File: src/shared/pci_pkg.sv
// Constants, states and tables for the class/inrush sequencer
//How it works
//- Classify right after a successful detection
//- Auto mode sets thresholds from class result
//- Each dual-signature pairset classified on its own
//- Three class events for dual-signature class 1-4
//- Power-limited: class reset demotes class 4/5
//- Power-limited: three events demote class 5
//- Four events to class 5 when power allows
//- Four-pair power only when identification allows
//- Report class and type for dual-signature
//- Third event decides the pairset type
//- Class reset holds voltage low, one event
//- Auto: channel count from identification and permit
//- Host may command four-pair power later
//- Over-limit class signature flags invalid result
//- Illegal signature sequence flags invalid result
//- Auto mode runs without host help
//- Power-mode straps sampled at reset set budget
//- Ramp gate of commanded channels only
//- Inrush limit code 08h or 80h
//- Servo gate while current exceeds inrush limit
//- Per-channel start timer, then current check
//- Failed inrush cuts power and sets fault
//- One-second average power over limit cuts port
package pci_pkg;
	localparam logic [3:0] A_CTRL = 4'h0;
	localparam logic [3:0] A_STAT = 4'h4;
	localparam logic [3:0] A_PCUT = 4'h8;
	localparam logic [3:0] A_FLT = 4'hC;
	localparam int CB_CLS = 0;
	localparam int CB_AUTO = 1;
	localparam int CB_LIM = 2;
	localparam int CB_4P = 3;
	localparam int CB_EN = 4;
	localparam logic [4:0] CTRL_RST = 5'h13;
	localparam logic [8:0] PCUT_RST = 9'h100;
	localparam logic [4:0] FLT_RST = 5'h00;
	localparam int CLK_MHZ = 20;
	localparam int START_US = 60000;
	localparam int CRST_US = 10000;
	localparam int START_CYC = START_US * CLK_MHZ;
	localparam int CRST_CYC = CRST_US * CLK_MHZ;
	localparam logic [7:0] INR_LO = 8'h08;
	localparam logic [7:0] INR_HI = 8'h80;
	localparam logic [2:0] SIG_OVER = 3'h7;
	typedef enum logic [5:0] {
		ST_IDLE = 6'h01, ST_DET = 6'h02, ST_CLS = 6'h04,
		ST_CRST = 6'h08, ST_INR = 6'h10, ST_PWR = 6'h20
	} pci_st_t;
	// Class power in 0.5 W steps, used for the policing threshold
	function automatic logic [8:0] pci_half_w(input logic [3:0] c);
		case (c)
			4'h1: pci_half_w = 9'h008;
			4'h2: pci_half_w = 9'h00D;
			4'h4: pci_half_w = 9'h033;
			4'h5: pci_half_w = 9'h050;
			4'h6: pci_half_w = 9'h066;
			4'h7: pci_half_w = 9'h07C;
			4'h8: pci_half_w = 9'h08F;
			default: pci_half_w = 9'h01A;
		endcase
	endfunction
	// Highest class the strapped budget grants, single or dual signature
	function automatic logic [3:0] pci_cap(input logic [1:0] b, input logic ds);
		pci_cap = ds ? ((b == 2'h0) ? 4'h3 : (b == 2'h3) ? 4'h5 : 4'h4)
			: (4'h5 + {2'h0, b});
	endfunction
endpackage

File: src/rtl/pci_seq.sv
// Class, four-pair and inrush sequencer for one two-channel port
`timescale 1ns/1ps
`default_nettype none
module pci_seq #(
	parameter int START_N = pci_pkg::START_CYC,
	parameter int CRST_N = pci_pkg::CRST_CYC
) (
	input wire logic clk,
	input wire logic sys_rst,
	input wire logic [3:0] avs_address,
	input wire logic avs_read,
	input wire logic avs_write,
	input wire logic [31:0] avs_writedata,
	output logic [31:0] avs_readdata,
	output logic avs_waitrequest,
	input wire logic power_budget_strap_low,
	input wire logic power_budget_strap_high,
	input wire logic four_pair_permit_n,
	input wire logic single_sig,
	input wire logic [1:0] det_ok,
	input wire logic [1:0] cls_done,
	input wire logic [5:0] cls_sig,
	input wire logic [1:0] over_inrush,
	input wire logic [8:0] avg_power,
	output logic [1:0] gate_en,
	output logic [1:0] gate_servo,
	output logic [1:0] cls_go,
	output logic [1:0] cls_hold_low,
	output logic [1:0] chan_powered,
	output logic [7:0] port_current_limit_code,
	output logic [3:0] port_class
);
	import pci_pkg::*;
	// Timer loads are 22 bits wide
	if (START_N < 1 || START_N > 4194303 || CRST_N < 1 || CRST_N > 4194303) begin : g_bad_n
		$error("Timer counts out of range");
	end
	// Pin inputs pass two flops; first stage read only by second
	logic [24:0] s1_r, s2_r;
	logic [1:0] dn_r;
	always_ff @(posedge clk or posedge sys_rst) begin
		if (sys_rst) begin
			s1_r <= '0;
			s2_r <= '0;
			dn_r <= '0;
		end else begin
			s1_r <= {avg_power, over_inrush, cls_sig, cls_done, det_ok,
				single_sig, four_pair_permit_n,
				power_budget_strap_high, power_budget_strap_low};
			s2_r <= s1_r;
			dn_r <= s2_r[7:6];
		end
	end
	wire [1:0] strap_w = s2_r[1:0];
	wire permit_n_w = s2_r[2];
	wire single_w = s2_r[3];
	wire [1:0] det_w = s2_r[5:4];
	wire [1:0] done_ev = s2_r[7:6] & ~dn_r;
	wire [5:0] sig_w = s2_r[13:8];
	wire [1:0] oinr_w = s2_r[15:14];
	wire [8:0] avg_w = s2_r[24:16];
	// Two stages of sync latency are waited out before capture
	logic [1:0] tw_r;
	logic [1:0] budget_c_r;
	always_ff @(posedge clk or posedge sys_rst) begin
		if (sys_rst) begin
			tw_r <= 2'h0;
			budget_c_r <= 2'h0;
		end else if (tw_r != 2'h3) begin
			tw_r <= tw_r + 2'h1;
			if (tw_r == 2'h2)
				budget_c_r <= strap_w;
		end
	end
	// Register file
	logic [4:0] ctrl_r;
	logic [8:0] pcut_r;
	logic pcut_sw_r;
	logic [4:0] flt_r;
	logic wait_r;
	logic [31:0] rd_r;
	wire req_w = avs_read | avs_write;
	wire acc_w = req_w & ~wait_r;
	wire wr_w = avs_write & acc_w;
	wire wr_ctrl = wr_w & (avs_address == A_CTRL);
	wire wr_pcut = wr_w & (avs_address == A_PCUT);
	wire wr_flt = wr_w & (avs_address == A_FLT);
	wire auto_w = ctrl_r[CB_AUTO];
	wire lim_w = ctrl_r[CB_LIM];
	wire en_w = ctrl_r[CB_EN];
	pci_st_t st_r [2];
	logic [3:0] cls_r [2];
	logic [1:0] typ_r;
	logic [1:0] sfault, cfault, ifault;
	wire [31:0] stat_w = {8'h00, budget_c_r, typ_r, cls_r[1], cls_r[0],
		st_r[1], st_r[0]};
	wire [31:0] rmux_w = (avs_address == A_CTRL) ? {27'h0, ctrl_r}
		: (avs_address == A_STAT) ? stat_w
		: (avs_address == A_PCUT) ? {23'h0, pcut_r}
		: (avs_address == A_FLT) ? {27'h0, flt_r} : 32'h0000_0000;
	always_ff @(posedge clk or posedge sys_rst) begin
		if (sys_rst) begin
			wait_r <= 1'b1;
			rd_r <= 32'h0000_0000;
		end else begin
			wait_r <= ~(req_w & wait_r);
			if (req_w & wait_r)
				rd_r <= rmux_w;
		end
	end
	assign avs_waitrequest = wait_r;
	assign avs_readdata = rd_r;
	// Highest class across channels drives shared thresholds
	wire [3:0] pclass_w = (cls_r[1] > cls_r[0]) ? cls_r[1] : cls_r[0];
	always_ff @(posedge clk or posedge sys_rst) begin
		if (sys_rst) begin
			ctrl_r <= CTRL_RST;
			pcut_r <= PCUT_RST;
			pcut_sw_r <= 1'b0;
			flt_r <= FLT_RST;
			port_class <= 4'h0;
		end else begin
			if (wr_ctrl)
				ctrl_r <= avs_writedata[4:0];
			if (wr_pcut) begin
				pcut_r <= avs_writedata[8:0];
				pcut_sw_r <= 1'b1;
			end else if (auto_w && !pcut_sw_r) begin
				pcut_r <= pci_half_w(pclass_w);
			end
			port_class <= pclass_w;
			// Hardware set wins over a same-cycle write-one clear
			flt_r <= (flt_r & ~(wr_flt ? avs_writedata[4:0] : 5'h00))
				| {|ifault, cfault, sfault};
		end
	end
	// Four-pair identification
	wire pwr0_w = (st_r[0] == ST_PWR);
	wire fp_ok = (&det_w) & (single_w | typ_r[0] | pwr0_w);
	wire fp_go = ctrl_r[CB_4P] | (auto_w & ~permit_n_w & fp_ok);
	wire over_pw = pwr0_w && (avg_w > pcut_r);
	// Gate drive comes from its own flop, so the pin never glitches
	logic [1:0] gate_q;
	assign gate_en = gate_q;
	genvar c;
	generate
	for (c = 0; c < 2; c++) begin : g_ch
		logic [2:0] n_r, e1_r, e3_r;
		logic busy_r, rstd_r, inv_r;
		logic [21:0] tm_r;
		wire [2:0] sg = sig_w[3*c+2:3*c];
		wire [2:0] n1 = n_r + 3'h1;
		wire ds = ~single_w;
		wire allow = (c == 0) | fp_go;
		// First and third signatures, counting the event now ending
		wire [2:0] e1n = (n1 == 3'h1) ? sg : e1_r;
		wire [2:0] e3n = (n1 == 3'h3) ? sg : e3_r;
		// Event count needed, given what has been seen so far
		wire full5 = ds & ~lim_w & (pci_cap(budget_c_r, 1'b1) == 4'h5);
		wire [2:0] need = rstd_r ? 3'h1
			: (e1n == 3'h0 || (e1n < 3'h4 && !ds)) ? 3'h1
			: (n1 >= 3'h3 && e3n == 3'h3 && e1n == 3'h4 && full5)
			? 3'h4 : 3'h3;
		wire bt = ds & (e3n == 3'h0 || (e1n == 3'h4 && e3n == 3'h3));
		wire [3:0] raw = rstd_r ? ((e1n > 3'h3) ? 4'h3 : {1'b0, e1n})
			: (n1 == 3'h1 || need == 3'h1) ? {1'b0, e1n}
			: ds ? ((e1n == 3'h4 && e3n == 3'h3 && n1 == 3'h4) ? 4'h5
				: {1'b0, e1n})
			: (e3n == 3'h4) ? 4'h4 : 4'h5 + {1'b0, e3n};
		wire [3:0] cap = pci_cap(budget_c_r, ds);
		wire [3:0] fin = (raw > cap) ? cap : raw;
		wire bad_seq = (n1 == 3'h2 && sg != e1_r)
			|| (n1 == 3'h3 && ds && !(sg == 3'h0 || sg == e1_r
			|| (e1_r == 3'h4 && sg == 3'h3)))
			|| (n1 == 3'h4 && sg != 3'h3) || (sg > 3'h4 && sg != SIG_OVER);
		wire last = done_ev[c] && (n1 >= need);
		wire do_rst = ds & lim_w & ~rstd_r & (fin >= 4'h4);
		wire cut = over_pw;
		always_ff @(posedge clk or posedge sys_rst) begin
			if (sys_rst) begin
				st_r[c] <= ST_IDLE;
				n_r <= 3'h0;
				e1_r <= 3'h0;
				e3_r <= 3'h0;
				busy_r <= 1'b0;
				rstd_r <= 1'b0;
				inv_r <= 1'b0;
				tm_r <= 22'h0;
				cls_r[c] <= 4'h0;
				typ_r[c] <= 1'b0;
				cls_go[c] <= 1'b0;
				cls_hold_low[c] <= 1'b0;
				gate_q[c] <= 1'b0;
				gate_servo[c] <= 1'b0;
				chan_powered[c] <= 1'b0;
				sfault[c] <= 1'b0;
				cfault[c] <= 1'b0;
				ifault[c] <= 1'b0;
			end else begin
				cls_go[c] <= 1'b0;
				sfault[c] <= 1'b0;
				cfault[c] <= 1'b0;
				ifault[c] <= 1'b0;
				gate_servo[c] <= gate_q[c] & oinr_w[c];
				unique case (st_r[c])
				ST_IDLE: begin
					gate_q[c] <= 1'b0;
					chan_powered[c] <= 1'b0;
					n_r <= 3'h0;
					rstd_r <= 1'b0;
					inv_r <= 1'b0;
					if (en_w && (auto_w || (c == 1 && ctrl_r[CB_4P])))
						st_r[c] <= ST_DET;
				end
				ST_DET: begin
					if (!en_w)
						st_r[c] <= ST_IDLE;
					else if (det_w[c] && allow) begin
						if (ctrl_r[CB_CLS])
							st_r[c] <= ST_CLS;
						else begin
							st_r[c] <= ST_INR;
							tm_r <= START_N[21:0];
						end
					end
				end
				ST_CLS: begin
					if (!busy_r) begin
						cls_go[c] <= 1'b1;
						busy_r <= 1'b1;
					end else if (done_ev[c]) begin
						busy_r <= 1'b0;
						n_r <= n1;
						if (n1 == 3'h1)
							e1_r <= sg;
						if (n1 == 3'h3)
							e3_r <= sg;
						if (sg == SIG_OVER || bad_seq)
							inv_r <= 1'b1;
						if (last) begin
							cls_r[c] <= fin;
							typ_r[c] <= bt;
							ifault[c] <= inv_r | (sg == SIG_OVER) | bad_seq;
							if (do_rst) begin
								st_r[c] <= ST_CRST;
								cls_hold_low[c] <= 1'b1;
								tm_r <= CRST_N[21:0];
							end else begin
								st_r[c] <= ST_INR;
								tm_r <= START_N[21:0];
							end
						end
					end
				end
				ST_CRST: begin
					if (tm_r == 22'h1) begin
						cls_hold_low[c] <= 1'b0;
						rstd_r <= 1'b1;
						n_r <= 3'h0;
						st_r[c] <= ST_CLS;
					end
					tm_r <= tm_r - 22'h1;
				end
				ST_INR: begin
					gate_q[c] <= 1'b1;
					tm_r <= tm_r - 22'h1;
					if (cut) begin
						st_r[c] <= ST_IDLE;
						cfault[c] <= 1'b1;
					end else if (tm_r == 22'h1) begin
						if (oinr_w[c]) begin
							st_r[c] <= ST_IDLE;
							sfault[c] <= 1'b1;
							gate_q[c] <= 1'b0;
						end else begin
							st_r[c] <= ST_PWR;
							chan_powered[c] <= 1'b1;
						end
					end
				end
				ST_PWR: begin
					if (cut || !en_w) begin
						st_r[c] <= ST_IDLE;
						cfault[c] <= cut;
						gate_q[c] <= 1'b0;
						chan_powered[c] <= 1'b0;
					end
				end
				default: st_r[c] <= ST_IDLE;
				endcase
			end
		end
		a_start_full: assert property (@(posedge clk) disable iff (sys_rst)
			$rose(gate_q[c]) |-> (st_r[c] == ST_INR) [*8])
			else $error("Inrush left early");
		a_inv_flag: assert property (@(posedge clk) disable iff (sys_rst)
			(st_r[c] == ST_CLS && done_ev[c] && busy_r && last
			&& sg == SIG_OVER) |=> ifault[c])
			else $error("Over signature not flagged");
		a_hold_low: assert property (@(posedge clk) disable iff (sys_rst)
			(st_r[c] == ST_CRST) |-> cls_hold_low[c] || tm_r == 22'h0)
			else $error("Class reset without low hold");
		a_fail_cut: assert property (@(posedge clk) disable iff (sys_rst)
			(st_r[c] == ST_INR && tm_r == 22'h1 && !cut && oinr_w[c])
			|=> st_r[c] == ST_IDLE && sfault[c])
			else $error("Failed inrush not cut");
		a_cls_first: assert property (@(posedge clk) disable iff (sys_rst)
			(st_r[c] == ST_DET && en_w && det_w[c] && allow && ctrl_r[CB_CLS])
			|=> st_r[c] == ST_CLS)
			else $error("Detection not followed by class");
		c_powered: cover property (@(posedge clk) $rose(chan_powered[c]));
		c_crst: cover property (@(posedge clk) $rose(cls_hold_low[c]));
	end
	endgenerate
	always_ff @(posedge clk or posedge sys_rst) begin
		if (sys_rst)
			port_current_limit_code <= INR_HI;
		else
			port_current_limit_code <= (fp_go && single_w && pclass_w <= 4'h4)
				? INR_LO : INR_HI;
	end
	a_servo_lim: assert property (@(posedge clk) disable iff (sys_rst)
		(gate_q[0] && oinr_w[0]) |=> gate_servo[0])
		else $error("No servo over inrush limit");
	a_police_cut: assert property (@(posedge clk) disable iff (sys_rst)
		(pwr0_w && avg_w > pcut_r) |=> st_r[0] == ST_IDLE && cfault[0])
		else $error("Power over limit not cut");
	a_ch1_gate: assert property (@(posedge clk) disable iff (sys_rst)
		(st_r[1] == ST_DET && !fp_go) |=> (st_r[1] == ST_DET || st_r[1] == ST_IDLE))
		else $error("Four-pair power without identification");
	c_fault: cover property (@(posedge clk) |flt_r);
endmodule
`default_nettype wire

File: config.mk
export PLATFORM = sky130hd
export DESIGN_NAME = pci_seq
export DESIGN_NICKNAME = d
export VERILOG_FILES = /design/src/shared/pci_pkg.sv /design/src/rtl/pci_seq.sv
export SDC_FILE = /design/constraint.sdc
export NUM_CORES = 1
export LEC_CHECK = 0
export ABC_AREA = 1
export BUFFER_PORTS_ARGS = -buffer_cell sky130_fd_sc_hd__buf_4
export CORE_ASPECT_RATIO = 0.7
export CORE_UTILIZATION = 59
export CTS_BUF_LIST = sky130_fd_sc_hd__clkbuf_8 sky130_fd_sc_hd__clkbuf_16
export DETAILED_ROUTE_END_ITERATION = 10
export PLACE_DENSITY_LB_ADDON = 0.1
export SLEW_MARGIN = 25
export SYNTH_ARGS = -nofsm -noshare
export SYNTH_HDL_FRONTEND = slang
export SYNTH_SLANG_ARGS = --single-unit
export TNS_END_PERCENT = 20
File: constraint.sdc
create_clock -name clk -period 8.7 [get_ports clk]
set_input_delay 1.74 -clock clk [delete_from_list [all_inputs] [get_ports clk]]
set_output_delay 1.74 -clock clk [all_outputs]
set_load 0.01 [all_outputs]
==> run_results.csv <==
group,metric,value,unit
status,status,"finished, final reports clean",
yosys,synth-async-reset-ratio,100,%
yosys,ys_ff_latch,213,
cts,post_cts_buffers,0,
power,p_total,0.00275,W
timing,fin_worst_skew,0.0178,ns
worst_hold_path,hp-class,"reg -> reg",
setup_path,r2r-start,"g_ch[1].n_r[0]",
floorplanning,die_area,19700,µm²
timing,finalSetupTns,0,ns
setup_path,critical_path_class,"reg -> reg",
floorplanning,initial_core_util,61.4,%
cts,clockBufferDepth,3,
setup_path,cp-start-kind,"register",
timing,post-route-period-util,56.6,%
floorplanning,die_w,167,µm
power,power.density,216,nW/µm²
yosys,yosysWarnings,0,
grt,gr-total-overflow,0,
finish,final_area,12700,µm²
setup_path,regToRegEndpoint,"g_ch[1].tm_r[12]",
yosys,synth_area_per_cell,8.20,µm²
timing,max_freq,203,MHz
placement,gp_congestion,0.961,
finish,multi_input_area,5080,µm²
grt,grt_usage,28.7,%
run,cap_viol_max_count,0,
floorplanning,ios,120,
detailed_routing,wire_per_inst,16.2,µm
grt,grt_pass1_wl,45400,µm
yosys,synth_ff_type,"dfrtp_1",
floorplanning,rows,41,
detailed_routing,drcViolationCount,0,
timing,holdWs,0.348,ns
detailed_routing,first_pass_iters,5,
cts,numCtsBuffers,21,
worst_hold_path,hold_start,"s1_r[0]",
cts,htreeDepth,1,
timing,grt_setup_unrepaired,"no",
detailed_routing,drtAntennaViolNets,0,
cts,ctsResizeCount,0,
worst_hold_path,hold_end,"s2_r[0]",
finish,seq_area,5340,µm²
placement,post_dp_cell_area,12100,µm²
setup_path,path_common_cell,"nand2_1",
timing,slew_headroom,38.8,%
yosys,netlist_top_cells_area,"dfrtp_1 (45%), nand2_1 (11%), inv_1 (5.8%), ha_1 (5.8%), nor2_1 (4.5%)",
setup_path,cp_slowest_cell,"nand2_1",
detailed_routing,vias,9717,
timing,setup_viol_count_final,0,
yosys,synth-edff-count,0,
detailed_routing,drt-vias-per-instance,5.67,
placement,numPortBuffers,82,
setup_path,r2r_setup_slack,3.78,ns
yosys,synth_seq_area_share,47.3,%
power,ir_worst_vdd,0.197,mV
cts,cts_tree,"done",
worst_hold_path,min_path_cells,0,
detailed_routing,totalWireLength,27900,µm
yosys,synth.most_common_cell,"nand2_1",
finish,drive_above_1_share,11.8,%
setup_path,slowest_delay,0.49,ns
timing,hold_viol,0,
setup_path,worst-r2r-cell-count,21,
grt,grt_max_degree,137,
setup_path,cp.required,9.10,ns
cts,clk_latency,0.51,ns
grt,grt_pass1_vias,8923,
grt,antenna_found_initial,0,
timing,worst_slew_pin_slew,0.919,ns
yosys,netlist_area,11300,µm²
setup_path,cp-end-kind,"register",
cts,cts-root-buf,"clkbuf_16",
yosys,netlist_instances,1376,
placement,hpwl,20500,µm
cts,ctsHoldBuffers,0,
detailed_routing,drt_iter0_drc,952,
finish,nNetsFinal,1581,
floorplanning,design.core.area,18400,µm²
finish,fillers,1539,
power,leakage,6.40,nW
yosys,yosys-top-cells-count,"nand2_1 (329), dfrtp_1 (205), inv_1 (175), nor2_1 (135), nand3_1 (89)",
cts,path_clk_slew,0.07,ns
yosys,yosys.cell_types.count,55,
yosys,yosys.area.top_type,"dfrtp_1",
finish,syn_to_final_growth,13.0,%
setup_path,path_max_fanout,21,
timing,drv_slew,0,
setup_path,worstPathCellList,"ha_1 -> inv_1 -> nand2_1 -> nand2_1 -> nand3_1 -> nand2_1 -> ha_1 -> ha_1 -> nand2_1 -> nor2_1 -> nand2_1 -> or2_2 -> ha_1 -> nand2_1 -> o211ai_1 -> a21oi_1 -> nor3_2 -> nand2_1 -> inv_2 -> nand2_2 -> and3_1",
floorplanning,fp.dieH,118,µm
cts,cts_sinks,213,
yosys,synth_top_area_share,45.5,%
timing,min_period,4.92,ns
setup_path,cp.arrival,5.32,ns
finish,antennaDiodeCount,0,
state kept, by name, indices dropped and copies added (netlist names), 6 cells and up:
register      cells
g_ch.tm_r        44
g_ch.e1_r         6
avs_readdata     24
pcut_r            9
s2_r             25
g_ch.n_r          6
g_ch.e3_r         6
s1_r             25
cls_r             8
st_r             12
cells by family (layout without fill, tap and decap cells):
logic type | count (synthesis) | count (layout) | share of synthesized area, %
other | 1 | 14 | 0.0332
AND/OR/NAND/NOR | 646 | 646 | 25.5
flip-flops | 213 | 213 | 47.3
buffers and inverters | 217 | 306 | 8.10
adder cells (fa/ha/maj) | 52 | 52 | 5.77
AO/OA/AOI/OAI | 221 | 221 | 11.3
XOR/XNOR | 26 | 26 | 2.02
worst max-delay path, delay by kind of cell (launching register included):
kind,cells,cell delay [ns]
and+or+nand+nor,13,2.49
adders and majority gates,4,0.94
buffers and inverters,2,0.49
DFF,1,0.48
AOI/OAI and AO/OA,2,0.38
report_power, final:
part           switching [W]  internal, W
Sequential          0.000108      0.00111
Clock               0.000391     0.000527
Combinational       0.000410     0.000213
Total               0.000909      0.00184
worst max-delay path by stage:
stage | startpoint | to | slack, ns | cells after the start
after detailed placement | g_ch[1].n_r[0] | g_ch[1].tm_r[12] | 3.94 | 21
after global routing | g_ch[1].n_r[0] | g_ch[1].tm_r[12] | 3.35 | 21
after CTS | g_ch[1].n_r[0] | g_ch[1].tm_r[12] | 3.85 | 21
after floorplan | sys_rst | avs_readdata[0] | 1.15 | 1
after global placement | g_ch[1].n_r[0] | g_ch[1].tm_r[12] | 4.10 | 21
final | g_ch[1].n_r[0] | g_ch[1].tm_r[12] | 3.78 | 21
layout by cell type, fill, tap and decap left out, types with 6 or more instances in the layout:
| cell | Yosys | routed |
|---|---|---|
| inv_1 | 175 | 177 |
| o211ai_1 | 6 | 6 |
| a31oi_1 | 12 | 12 |
| xor2_1 | 16 | 16 |
| dfstp_2 | 8 | 8 |
| conb_1 | 1 | 14 |
| o22ai_1 | 17 | 17 |
| nor2_1 | 135 | 135 |
| buf_4 | 16 | 84 |
| nand2_2 | 6 | 6 |
| inv_2 | 8 | 8 |
| xnor2_1 | 10 | 10 |
| o31ai_1 | 13 | 13 |
| ha_1 | 52 | 52 |
| o21ai_1 | 9 | 8 |
| nand3_1 | 89 | 89 |
| nand2_1 | 329 | 329 |
| nand4_1 | 23 | 23 |
| o21ai_0 | 84 | 84 |
| a21oi_1 | 54 | 54 |
| clkbuf_16 | 0 | 21 |
| nor3_1 | 23 | 23 |
| dfrtp_1 | 205 | 205 |
| o21bai_1 | 7 | 7 |
per-layer routing:
layer	part of all wire [%]	track usage (%)	routed length, µm
met3	8.9	6.52	2490
met4	1.7	5.73	482
met5	0	0	0
met2	41	40.6	11300
met1	49	45.0	13600
metrics by stage:
| stage | utilization [%] | worst slack (ns) | instances |
|---|---|---|---|
| after floorplan | - | 1.15 | 1389 |
| after global placement | 65.6 | 4.10 | 1677 |
| after detailed placement | 65.6 | 3.94 | 1677 |
| after CTS | 69.4 | 3.85 | 1714 |
| after global routing | 69.4 | 3.35 | 1714 |
| final | 69.4 | 3.78 | 1714 |
cell type report:
type / instances / share of cell area, %
Clock buffer: 24 / 4.45
Clock inverter: 13 / 0.952
Inverter: 184 / 5.50
Multi-Input combinational cell: 959 / 39.8
Sequential cell: 213 / 41.9
Tap cell: 236 / 2.32
Timing Repair Buffer: 85 / 5.04
Note: power is estimated with default switching activity, not from simulation.
